File: config.mk
export PLATFORM = sky130hd
export DESIGN_NAME = smc_stepper_main_control
export DESIGN_NICKNAME = d
export VERILOG_FILES = /design/src/rtl/smc_stepper_main_control.v
export VERILOG_INCLUDE_DIRS = /design/src /design/src/rtl
export SDC_FILE = /design/constraint.sdc
export NUM_CORES = 1
export LEC_CHECK = 0
export CORE_MARGIN = 2
export CORE_UTILIZATION = 30
export DETAILED_ROUTE_END_ITERATION = 8
export DONT_BUFFER_PORTS = 1
export GPL_TIMING_DRIVEN = 1
export PLACE_DENSITY = 0.41
export RECOVER_POWER = 25
export SLEW_MARGIN = 25
export SYNTH_ARGS = -nofsm -noshare
export SYNTH_HDL_FRONTEND = slang
export SYNTH_SLANG_ARGS = --single-unit
File: constraint.sdc
create_clock -name core_clk -period 3.5 [get_ports core_clk]
set_input_delay 0.175 -clock core_clk [delete_from_list [all_inputs] [get_ports core_clk]]
set_output_delay 0.175 -clock core_clk [all_outputs]
set_load 0.1 [all_outputs]
File: src/rtl/smc_map.vh
`ifndef SMC_MAP_VH
`define SMC_MAP_VH
// clock 200 MHz, period 5 ns
`define SMC_CLK_MHZ          200
`define SMC_SENSE_PERIOD_US  1024
`define SMC_SENSE_CYCLES     (`SMC_SENSE_PERIOD_US * `SMC_CLK_MHZ)
`define SMC_REFRESH_US       512
`define SMC_REFRESH_CYCLES   (`SMC_REFRESH_US * `SMC_CLK_MHZ)
`define SMC_POWERUP_MS       10
`define SMC_POWERUP_CYCLES   (`SMC_POWERUP_MS * 1000 * `SMC_CLK_MHZ)
// internal settle time before set-target and go-to-safe commands are taken; any count below the limit is legal
`define SMC_SETTLE_CYCLES    2000
`define SMC_SLEEP_SLOTS      25000
`define SMC_SECURE_POSITION_DISABLED  11'h400
`define SMC_SLEEP_ID         6'h3c
`define SMC_SLEEP_BYTE       8'h00
// axi register byte addresses
`define SMC_REG_CTRL         8'h00
`define SMC_REG_TARGET       8'h04
`define SMC_REG_ACTUAL       8'h08
`define SMC_REG_STATUS       8'h0c
`define SMC_REG_FRAME        8'h10
`define SMC_REG_CMD          8'h14
// ctrl fields
`define SMC_CTRL_SLEEP_TIMEOUT_ENABLE     0
`define SMC_CTRL_SECURE_POSITION_LO   8
`define SMC_CTRL_SECURE_POSITION_HI   18
`define SMC_CTRL_ADDRLO_LO   24
`define SMC_CTRL_ADDRLO_HI   29
// command bits (write one to cmd register)
`define SMC_CMD_DECELERATED_STOP     0
`define SMC_CMD_READ_STATUS_CMD    1
`define SMC_CMD_SLEEPFRAME   2
`define SMC_CMD_VALIDFRAME   3
`define SMC_CMD_SETTARGET    4
`define SMC_CMD_TWOSTAGE     5
`define SMC_CMD_GOTOSAFE     6
`define SMC_CMD_BUSIDLE      7
// motion states
`define SMC_ST_STOPPED       3'h0
`define SMC_ST_MOVE          3'h1
`define SMC_ST_HARDSTOP      3'h2
`define SMC_ST_SHUTDOWN      3'h3
`define SMC_ST_DECELERATED_STOP      3'h4
`define SMC_ST_SLEEP         3'h5
`define SMC_RESP_OKAY        2'h0
`define SMC_RESP_SLVERR      2'h2
`endif

File: src/rtl/smc_stepper_main_control.v
`timescale 1ns/1ps
`include "smc_map.vh"

module smc_stepper_main_control (
  input  wire        core_clk,
  input  wire        nrst,
  input  wire [5:0]  s_axi_awaddr,
  input  wire        s_axi_awvalid,
  output reg         s_axi_awready,
  input  wire [31:0] s_axi_wdata,
  input  wire [3:0]  s_axi_wstrb,
  input  wire        s_axi_wvalid,
  output reg         s_axi_wready,
  output reg  [1:0]  s_axi_bresp,
  output reg         s_axi_bvalid,
  input  wire        s_axi_bready,
  input  wire [5:0]  s_axi_araddr,
  input  wire        s_axi_arvalid,
  output reg         s_axi_arready,
  output reg  [31:0] s_axi_rdata,
  output reg  [1:0]  s_axi_rresp,
  output reg         s_axi_rvalid,
  input  wire        s_axi_rready,
  input  wire        addrPinComparatorOut,
  input  wire        externalSwitchInput,
  input  wire        underVoltageIn,
  input  wire        upperThresholdOkIn,
  input  wire        chargePumpFailIn,
  input  wire        stepLossIn,
  input  wire        thermalWarnIn,
  input  wire        thermalShutIn,
  input  wire        busBitSlotTick,
  input  wire        stepPulse,
  input  wire        stepDir,
  input  wire        decelDone,
  output reg         highSideSenseDrive,
  output reg         lowSideSenseDrive,
  output reg         bridgeEnable,
  output reg         moveRequest,
  output reg         decelRequest,
  output reg         hardStopRequest,
  output reg         sleepPowerDown,
  output reg         readyForCommands
);

  localparam PHASE_FLOAT = 2'h0;
  localparam PHASE_LOW   = 2'h1;
  localparam PHASE_HIGH  = 2'h2;

  // two-stage synchronisers for every asynchronous analog comparator
  reg [8:0] syncA_ff;
  reg [8:0] syncB_ff;
  always @(posedge core_clk or negedge nrst) begin
    if (!nrst) begin
      syncA_ff <= 9'h000;
      syncB_ff <= 9'h000;
    end else begin
      syncA_ff <= {addrPinComparatorOut, externalSwitchInput, underVoltageIn,
                   upperThresholdOkIn, chargePumpFailIn, stepLossIn,
                   thermalWarnIn, thermalShutIn, busBitSlotTick};
      syncB_ff <= syncA_ff;
    end
  end
  wire addrCmp   = syncB_ff[8];
  wire swClosed  = syncB_ff[7];
  wire uvSig     = syncB_ff[6];
  wire uvOk      = syncB_ff[5];
  wire cpFailSig = syncB_ff[4];
  wire stepLoss  = syncB_ff[3];
  wire twSig     = syncB_ff[2];
  wire tsdSig    = syncB_ff[1];
  wire slotLvl   = syncB_ff[0];

  // registers
  reg [31:0] ctrl_ff;
  reg [15:0] targetPos_ff;
  reg [15:0] actualPos_ff;
  reg [2:0]  state_ff;
  reg [1:0]  addrState_ff;
  reg        switchBit_ff;
  reg [15:0] capPos_ff;
  reg [31:0] frame_ff;
  reg        twFlag_ff, tsdFlag_ff, uvFlag_ff, slFlag_ff, vddResetFlag_ff;
  reg        twoStagePend_ff, sleepPend_ff, sleepAbort_ff, slotPrev_ff;
  reg [21:0] senseCnt_ff;
  reg [17:0] refreshCnt_ff;
  reg [21:0] powerCnt_ff;
  reg [14:0] idleCnt_ff;
  reg        awHeld_ff, wHeld_ff;
  reg [5:0]  awAddr_ff;
  reg [31:0] wData_ff;
  reg [3:0]  wStrb_ff;

  wire [10:0] securePos = ctrl_ff[`SMC_CTRL_SECURE_POSITION_HI:`SMC_CTRL_SECURE_POSITION_LO];
  wire        secureOn  = (securePos != `SMC_SECURE_POSITION_DISABLED);
  wire        addrBit   = (addrState_ff == PHASE_HIGH);
  wire [6:0]  physAddr  = {addrBit, ctrl_ff[`SMC_CTRL_ADDRLO_HI:`SMC_CTRL_ADDRLO_LO]};
  wire        powered   = (powerCnt_ff == `SMC_SETTLE_CYCLES);  // well inside the 10 ms bound
  wire        senseHs   = (senseCnt_ff == 22'd0);
  wire        senseLs   = (senseCnt_ff == `SMC_SENSE_CYCLES / 2);
  wire        cmdWr     = awHeld_ff && wHeld_ff && !s_axi_bvalid
                          && (awAddr_ff[5:2] == `SMC_REG_CMD >> 2);
  wire [7:0]  cmd       = cmdWr ? wData_ff[7:0] : 8'h00;

  function [31:0] mergeBytes;
    input [31:0] old;
    input [31:0] data;
    input [3:0]  strb;
    integer i;
    begin
      mergeBytes = old;
      for (i = 0; i < 4; i = i + 1)
        if (strb[i]) mergeBytes[i*8 +: 8] = data[i*8 +: 8];
    end
  endfunction

  // sense drive timing: high side at count zero, low side half a period later
  always @(posedge core_clk or negedge nrst) begin
    if (!nrst) begin
      senseCnt_ff        <= 22'd0;
      highSideSenseDrive <= 1'b0;
      lowSideSenseDrive  <= 1'b0;
    end else begin
      senseCnt_ff <= (senseCnt_ff == `SMC_SENSE_CYCLES - 1) ? 22'd0 : senseCnt_ff + 22'd1;
      highSideSenseDrive <= senseHs;
      lowSideSenseDrive  <= senseLs;
    end
  end

  // address pin state machine and switch capture, sampled on the drive pulses;
  // position is captured on the same pulse so the pair always matches
  always @(posedge core_clk or negedge nrst) begin
    if (!nrst) begin
      addrState_ff <= PHASE_FLOAT;
      switchBit_ff <= 1'b0;
      capPos_ff    <= 16'h0000;
    end else if (highSideSenseDrive || lowSideSenseDrive) begin
      if (highSideSenseDrive && addrCmp)
        addrState_ff <= PHASE_LOW;
      else if (highSideSenseDrive && addrState_ff == PHASE_HIGH)
        addrState_ff <= PHASE_HIGH;
      else if (highSideSenseDrive)
        addrState_ff <= PHASE_FLOAT;
      else if (addrCmp)
        addrState_ff <= PHASE_HIGH;
      else if (addrState_ff == PHASE_HIGH)
        addrState_ff <= PHASE_FLOAT;
      switchBit_ff <= swClosed;
      capPos_ff    <= actualPos_ff;
    end
  end

  // read frame snapshot, refreshed on a fixed period
  always @(posedge core_clk or negedge nrst) begin
    if (!nrst) begin
      refreshCnt_ff <= 18'd0;
      frame_ff      <= 32'h0000_0000;
    end else begin
      refreshCnt_ff <= (refreshCnt_ff == `SMC_REFRESH_CYCLES - 1) ? 18'd0
                       : refreshCnt_ff + 18'd1;
      if (refreshCnt_ff == 18'd0)
        frame_ff <= {switchBit_ff, physAddr, capPos_ff,
                     vddResetFlag_ff, slFlag_ff, 1'b0, uvFlag_ff,
                     tsdFlag_ff, twFlag_ff, 2'b00};
    end
  end

  // sticky flags: set wins over clear; clear needs recovery and a status read, the vdd reset flag only a status read
  always @(posedge core_clk or negedge nrst) begin
    if (!nrst) begin
      twFlag_ff       <= 1'b0;
      tsdFlag_ff      <= 1'b0;
      uvFlag_ff       <= 1'b0;
      slFlag_ff       <= 1'b0;
      vddResetFlag_ff <= 1'b1;
    end else begin
      if (twSig || tsdSig) begin
        twFlag_ff  <= twFlag_ff | twSig;
        tsdFlag_ff <= tsdFlag_ff | tsdSig;
      end else if (cmd[`SMC_CMD_READ_STATUS_CMD]) begin
        twFlag_ff  <= 1'b0;
        tsdFlag_ff <= 1'b0;
      end
      if (uvSig)
        uvFlag_ff <= 1'b1;
      else if (uvOk && cmd[`SMC_CMD_READ_STATUS_CMD])
        uvFlag_ff <= 1'b0;
      if (stepLoss || (uvSig && state_ff == `SMC_ST_MOVE))
        slFlag_ff <= 1'b1;
      else if (uvOk && cmd[`SMC_CMD_READ_STATUS_CMD])
        slFlag_ff <= 1'b0;
      if (cmd[`SMC_CMD_READ_STATUS_CMD])
        vddResetFlag_ff <= 1'b0;
    end
  end

  // motion supervisor; raw signals steer it, the latched uv and step-loss flags gate only the two-stage move
  always @(posedge core_clk or negedge nrst) begin
    if (!nrst) begin
      state_ff        <= `SMC_ST_SHUTDOWN;
      targetPos_ff    <= 16'h0000;
      actualPos_ff    <= 16'h0000;
      powerCnt_ff     <= 22'd0;
      twoStagePend_ff <= 1'b0;
      sleepPend_ff    <= 1'b0;
      sleepAbort_ff   <= 1'b0;
      slotPrev_ff     <= 1'b0;
      idleCnt_ff      <= 15'd0;
      bridgeEnable    <= 1'b0;
      moveRequest     <= 1'b0;
      decelRequest    <= 1'b0;
      hardStopRequest <= 1'b0;
      sleepPowerDown  <= 1'b0;
      readyForCommands <= 1'b0;
    end else begin
      if (!powered) powerCnt_ff <= powerCnt_ff + 22'd1;
      readyForCommands <= powered;
      slotPrev_ff <= slotLvl;
      if (cmd[`SMC_CMD_VALIDFRAME] || cmd[`SMC_CMD_BUSIDLE] == 1'b0 && cmdWr)
        idleCnt_ff <= 15'd0;
      else if (slotLvl && !slotPrev_ff && idleCnt_ff != `SMC_SLEEP_SLOTS)
        idleCnt_ff <= idleCnt_ff + 15'd1;
      if (stepPulse && state_ff != `SMC_ST_SHUTDOWN)
        actualPos_ff <= stepDir ? actualPos_ff + 16'd1 : actualPos_ff - 16'd1;
      if (powered && (state_ff == `SMC_ST_STOPPED || state_ff == `SMC_ST_SHUTDOWN
                      || state_ff == `SMC_ST_MOVE)) begin
        if (cmd[`SMC_CMD_SETTARGET] && !stepLoss)
          targetPos_ff <= wData_ff[31:16];
        if (cmd[`SMC_CMD_GOTOSAFE] && secureOn && !stepLoss)
          targetPos_ff <= {{5{securePos[10]}}, securePos};
      end
      if (cmd[`SMC_CMD_TWOSTAGE]) twoStagePend_ff <= 1'b1;
      if (cmd[`SMC_CMD_SLEEPFRAME] ||
          (ctrl_ff[`SMC_CTRL_SLEEP_TIMEOUT_ENABLE] && idleCnt_ff == `SMC_SLEEP_SLOTS))
        sleepPend_ff <= 1'b1;
      sleepAbort_ff <= sleepPend_ff && cmd[`SMC_CMD_VALIDFRAME]
                       && !cmd[`SMC_CMD_SLEEPFRAME];
      if (sleepAbort_ff) begin
        sleepPend_ff   <= 1'b0;
        sleepPowerDown <= 1'b0;
        if (state_ff == `SMC_ST_SLEEP) state_ff <= `SMC_ST_STOPPED;
      end
      moveRequest     <= (state_ff == `SMC_ST_MOVE);
      decelRequest    <= (state_ff == `SMC_ST_DECELERATED_STOP);
      hardStopRequest <= (state_ff == `SMC_ST_HARDSTOP);
      bridgeEnable    <= (state_ff != `SMC_ST_SHUTDOWN) && (state_ff != `SMC_ST_SLEEP);
      case (state_ff)
        `SMC_ST_STOPPED: begin
          if (uvSig || tsdSig)
            state_ff <= `SMC_ST_SHUTDOWN;
          else if (sleepPend_ff && !sleepAbort_ff) begin
            state_ff       <= `SMC_ST_SLEEP;
            sleepPowerDown <= 1'b1;
          end else if (twoStagePend_ff && !uvFlag_ff && !slFlag_ff) begin
            twoStagePend_ff <= 1'b0;
            targetPos_ff <= secureOn ? {{5{securePos[10]}}, securePos} : 16'h0000;
            state_ff <= `SMC_ST_MOVE;
          end else if (targetPos_ff != actualPos_ff && !stepLoss)
            state_ff <= `SMC_ST_MOVE;
        end
        `SMC_ST_MOVE: begin
          if (uvSig || cpFailSig)
            state_ff <= `SMC_ST_HARDSTOP;
          else if (tsdSig || cmd[`SMC_CMD_DECELERATED_STOP])
            state_ff <= `SMC_ST_DECELERATED_STOP;
          else if (sleepPend_ff && !sleepAbort_ff) begin
            if (secureOn && targetPos_ff != {{5{securePos[10]}}, securePos})
              targetPos_ff <= {{5{securePos[10]}}, securePos};
            else if (!secureOn)
              state_ff <= `SMC_ST_DECELERATED_STOP;
            else if (targetPos_ff == actualPos_ff)
              state_ff <= `SMC_ST_STOPPED;
          end else if (targetPos_ff == actualPos_ff)
            state_ff <= `SMC_ST_STOPPED;
        end
        `SMC_ST_HARDSTOP: begin
          if (decelDone) state_ff <= `SMC_ST_SHUTDOWN;     // target kept
        end
        `SMC_ST_DECELERATED_STOP: begin
          if (decelDone) begin
            targetPos_ff <= actualPos_ff;
            state_ff <= tsdSig ? `SMC_ST_SHUTDOWN : `SMC_ST_STOPPED;
          end
        end
        `SMC_ST_SHUTDOWN: begin
          if (powered && uvOk && !uvSig && !tsdSig && !cpFailSig)
            state_ff <= `SMC_ST_STOPPED;
        end
        `SMC_ST_SLEEP: begin
          sleepPend_ff <= 1'b0;
        end
        default: state_ff <= `SMC_ST_SHUTDOWN;
      endcase
    end
  end

  // axi4-lite slave: address and data taken in any order, response after both
  always @(posedge core_clk or negedge nrst) begin
    if (!nrst) begin
      awHeld_ff <= 1'b0;
      wHeld_ff  <= 1'b0;
      awAddr_ff <= 6'h00;
      wData_ff  <= 32'h0000_0000;
      wStrb_ff  <= 4'h0;
      ctrl_ff   <= {2'b00, 6'h00, 5'h00, `SMC_SECURE_POSITION_DISABLED, 8'h00};
      s_axi_awready <= 1'b0;
      s_axi_wready  <= 1'b0;
      s_axi_bvalid  <= 1'b0;
      s_axi_bresp   <= `SMC_RESP_OKAY;
      s_axi_arready <= 1'b0;
      s_axi_rvalid  <= 1'b0;
      s_axi_rdata   <= 32'h0000_0000;
      s_axi_rresp   <= `SMC_RESP_OKAY;
    end else begin
      s_axi_awready <= !awHeld_ff && !s_axi_awready && s_axi_awvalid;
      s_axi_wready  <= !wHeld_ff && !s_axi_wready && s_axi_wvalid;
      if (s_axi_awvalid && s_axi_awready) begin
        awHeld_ff <= 1'b1;
        awAddr_ff <= s_axi_awaddr;
      end
      if (s_axi_wvalid && s_axi_wready) begin
        wHeld_ff <= 1'b1;
        wData_ff <= s_axi_wdata;
        wStrb_ff <= s_axi_wstrb;
      end
      if (awHeld_ff && wHeld_ff && !s_axi_bvalid) begin
        s_axi_bvalid <= 1'b1;
        s_axi_bresp  <= `SMC_RESP_OKAY;
        case ({2'b00, awAddr_ff})
          `SMC_REG_CTRL:   ctrl_ff <= mergeBytes(ctrl_ff, wData_ff, wStrb_ff);
          `SMC_REG_CMD:    s_axi_bresp <= `SMC_RESP_OKAY;  // acted on through cmdWr
          default:         s_axi_bresp <= `SMC_RESP_SLVERR;
        endcase
      end
      if (s_axi_bvalid && s_axi_bready) begin
        s_axi_bvalid <= 1'b0;
        awHeld_ff    <= 1'b0;
        wHeld_ff     <= 1'b0;
      end
      s_axi_arready <= !s_axi_arready && !s_axi_rvalid && s_axi_arvalid;
      if (s_axi_arvalid && s_axi_arready) begin
        s_axi_rvalid <= 1'b1;
        s_axi_rresp  <= `SMC_RESP_OKAY;
        case ({2'b00, s_axi_araddr})
          `SMC_REG_CTRL:   s_axi_rdata <= ctrl_ff;
          `SMC_REG_TARGET: s_axi_rdata <= {16'h0000, targetPos_ff};
          `SMC_REG_ACTUAL: s_axi_rdata <= {16'h0000, actualPos_ff};
          `SMC_REG_STATUS: s_axi_rdata <= {21'h000000, state_ff, vddResetFlag_ff, slFlag_ff,
                                           uvFlag_ff, tsdFlag_ff, twFlag_ff, addrState_ff,
                                           switchBit_ff};
          `SMC_REG_FRAME:  s_axi_rdata <= frame_ff;
          default: begin
            s_axi_rdata <= 32'h0000_0000;
            s_axi_rresp <= `SMC_RESP_SLVERR;
          end
        endcase
      end else if (s_axi_rvalid && s_axi_rready)
        s_axi_rvalid <= 1'b0;
    end
  end

endmodule // smc_stepper_main_control

==> impl_metrics.yaml <==
status:
  outcome: "finished, violations left"
  failed_checks: "hold timing"
synthesis:
  ys.flop_type: "dfrtp_1"
  synthTopCellsByArea: "dfrtp_1 (54%), mux2_2 (9.4%), xnor2_1 (4.1%), nand2_1 (2.9%), xor2_1 (2.5%)"
  async_flop_share_pct: 100
  synth_area_leader_cell: "dfrtp_1"
  netlist.area_leader.share_pct: 54.1
  syn_avg_cell_area_um2: 11.5
  synth.distinct_cells: 76
  synth_area_um2: 14100
  netlist_instances: 1228
  yosys_warnings: 0
  synth_edf_count: 0
  ys_ff_latch: 310
  yosysSeqAreaShare_pct: 54.9
layout:
  multi_input_area_um2: 6130
  final_area_um2: 17100
  area.sequential_um2: 7760
  diodes: 0
  syn_to_final_growth_pct: 20.5
  nets: 1414
  drive_gt1_share_pct: 19.0
  fillCellCount: 4589
placed_design:
  dpl.hpwl_um: 27300
  port_buffers: 0
  gp_congestion: 0.812
  place_area_um2: 15000
grt:
  grt_pass1_wl_um: 63100
  grt_max_degree: 311
  gr-usage-all-layers_pct: 16.5
  antenna_found_initial: 0
  grt_pass1_vias: 10100
  grt_overflow_total: 0
critical_path:
  crit_required_ns: 3.97
  critPathArrivalTime_ns: 3.48
  critPathMaxFanout: 8
  crit_type: "flop to flop"
  worstSetupStartpointType: "flop"
  endpoint_kind: "flop"
route:
  num_vias: 9900
  drtIter0Drc: 679
  post_drt_wl_per_cell_um: 20.3
  vias_per_cell: 5.05
  drc: 0
  drt-total-wl_um: 39900
  antenna_left: 0
  dr.pass1.iters: 6
clocking:
  postCtsHoldBufs: 64
  insertion_delay_ns: 0.55
  htree_levels: 2
  root_buffer: "clkbuf_16"
  cts_tree: "yes"
  clockBufferDepth: 3
  cts_buffers: 39
  clk_pin_slew_ns: 0.06
  cts_num_sinks: 310
sta:
  maxSlewHeadroom_pct: 29.5
  final.period_utilization_pct: 86.2
  drv_slew: 0
  grt_setup_unrepaired: "false"
  min_period_ns: 3.02
  fmax_mhz: 331
  setup_viol: 0
  tightest_slew_ns: 1.06
  finalSetupTns_ns: 0
  fin_worst_skew_ns: 0.0251
  whs_ns: -0.643
  hold_viol: 310
pwr:
  power.density_nw_per_um2: 618
  power_leakage_uw: 0.00752
  irDropWorstVdd_mv: 0.367
floorplan:
  die_w_um: 221
  core_area_um2: 46600
  start_util_pct: 30.4
  ios: 116
  die-height_um: 221
  dieArea_um2: 48900
  fp-row-count: 79
job:
  maxCapViolCount: 0
hold_path:
  min_path_type: "primary input to async pin"
Yosys cell counts, types with 14 or more instances:
cell type,instances
dfrtp_1,306
nor2_1,92
ha_1,22
xor2_1,40
inv_1,25
o21ai_0,54
nand2_1,108
a22oi_1,24
clkbuf_1,30
mux2_2,118
nand4_1,18
xnor2_1,66
nor4_1,22
nand3_1,41
a211oi_1,14
a21oi_1,23
cell usage in the layout (no fill, tap or decap), types with 7 or more instances in the layout:
| cell | count |
|---|---|
| clkbuf_8 | 14 |
| and2_1 | 8 |
| nor4_1 | 19 |
| dfrtp_1 | 306 |
| a211oi_1 | 14 |
| a222oi_1 | 13 |
| a21oi_1 | 23 |
| nor3b_1 | 10 |
| o211ai_1 | 7 |
| clkbuf_16 | 39 |
| nand4_1 | 18 |
| a22oi_1 | 24 |
| nor3_1 | 9 |
| a21o_1 | 11 |
| o31ai_1 | 7 |
| nand3_1 | 41 |
| clkinv_2 | 7 |
| nand2_1 | 107 |
| xor2_1 | 40 |
| xnor2_1 | 66 |
| a221o_1 | 11 |
| dlygate4sd3_1 | 64 |
| a31oi_1 | 9 |
| nor2_1 | 92 |
| and3_1 | 12 |
| o21ai_0 | 53 |
| ha_1 | 22 |
| inv_1 | 25 |
| buf_4 | 36 |
| mux2_2 | 118 |
power breakdown:
group	leakage, µW	internal, µW	switching (µW)
registers	0.00400	4090	858
logic	0.00284	658	610
clock network	0.000691	2710	1620
total	0.00752	7450	3090
per-layer routing:
metal | share of wire, % | global-route usage, %
met1 | 47 | 23.2
met2 | 46 | 25.6
met3 | 4.8 | 3.44
met4 | 2.6 | 4.81
met5 | 0 | 0
flip-flops by register name, summed over array words and instances (netlist names), 2 cells and up:
register and cells:
addrState_ff 2, ctrl_ff 32, actualPos_ff 16, senseCnt_ff 22
targetPos_ff 16, state_ff 3, refreshCnt_ff 18, powerCnt_ff 22
syncA_ff 9, wStrb_ff 4, s_axi_rdata 32, syncB_ff 9
awAddr_ff 6, idleCnt_ff 15, frame_ff 29, capPos_ff 16
wData_ff 32
layout make-up:
class	instances	share of cell area (%)
Sequential cell	310	45.5
Multi-Input combinational cell	847	35.9
Clock buffer	54	6.88
Timing Repair Buffer	100	5.34
Tap cell	607	4.45
Clock inverter	16	1.29
Inverter	26	0.572
final timing paths:
check | end | startpoint | slack (ns) | depth (start not counted)
max | targetPos_ff[15] | ctrl_ff[18] | 0.48 | 6
min | syncA_ff[0] | nrst | -0.64 | 0
max reg2reg | targetPos_ff[15] | ctrl_ff[18] | 0.48 | 6
min reg2reg | syncB_ff[0] | syncA_ff[0] | 0.35 | 0
max in group asynchronous | s_axi_rdata[26] | nrst | 3.31 | 0
min in group core_clk | s_axi_rdata[1] | s_axi_araddr[2] | 0.04 | 3
per-stage QoR:
stage	util, %	total power (µW)	setup slack, ns	hold slack [ns]	instances
global placement	32.2	6210	0.591	-0.0946	1826
detailed placement	32.3	6240	0.511	-0.0940	1826
global route	36.6	11000	0.394	-0.673	1960
CTS	36.6	10700	0.485	-0.681	1960
finish	36.6	10500	0.482	-0.643	1960
floorplan	-	5640	0.834	-0.121	1229
critical path, stage by stage (launching register included):
cell and delay [ns]:
dfstp_2 0.63, nor4_1 0.08, o21ai_0 0.58, o211ai_1 0.22, o21ai_0 0.84, nand2_1 0.38
o211ai_1 0.19
timing repair:
action / CTS / global route
buffers inserted: 0 / 0
hold endpoints to repair: 374 / 310
resized for setup: 0 / 0
kinds of logic after synthesis:
group / synth area share [%]
AO/OA/AOI/OAI: 10.7
adder cells (fa/ha/maj): 2.09
XOR/XNOR: 6.56
multiplexers: 10.5
other: 0.0265
flip-flops: 54.9
AND/OR/NAND/NOR: 13.2
buffers and inverters: 2.08
No activity file was read; power rests on OpenSTA's default activity.
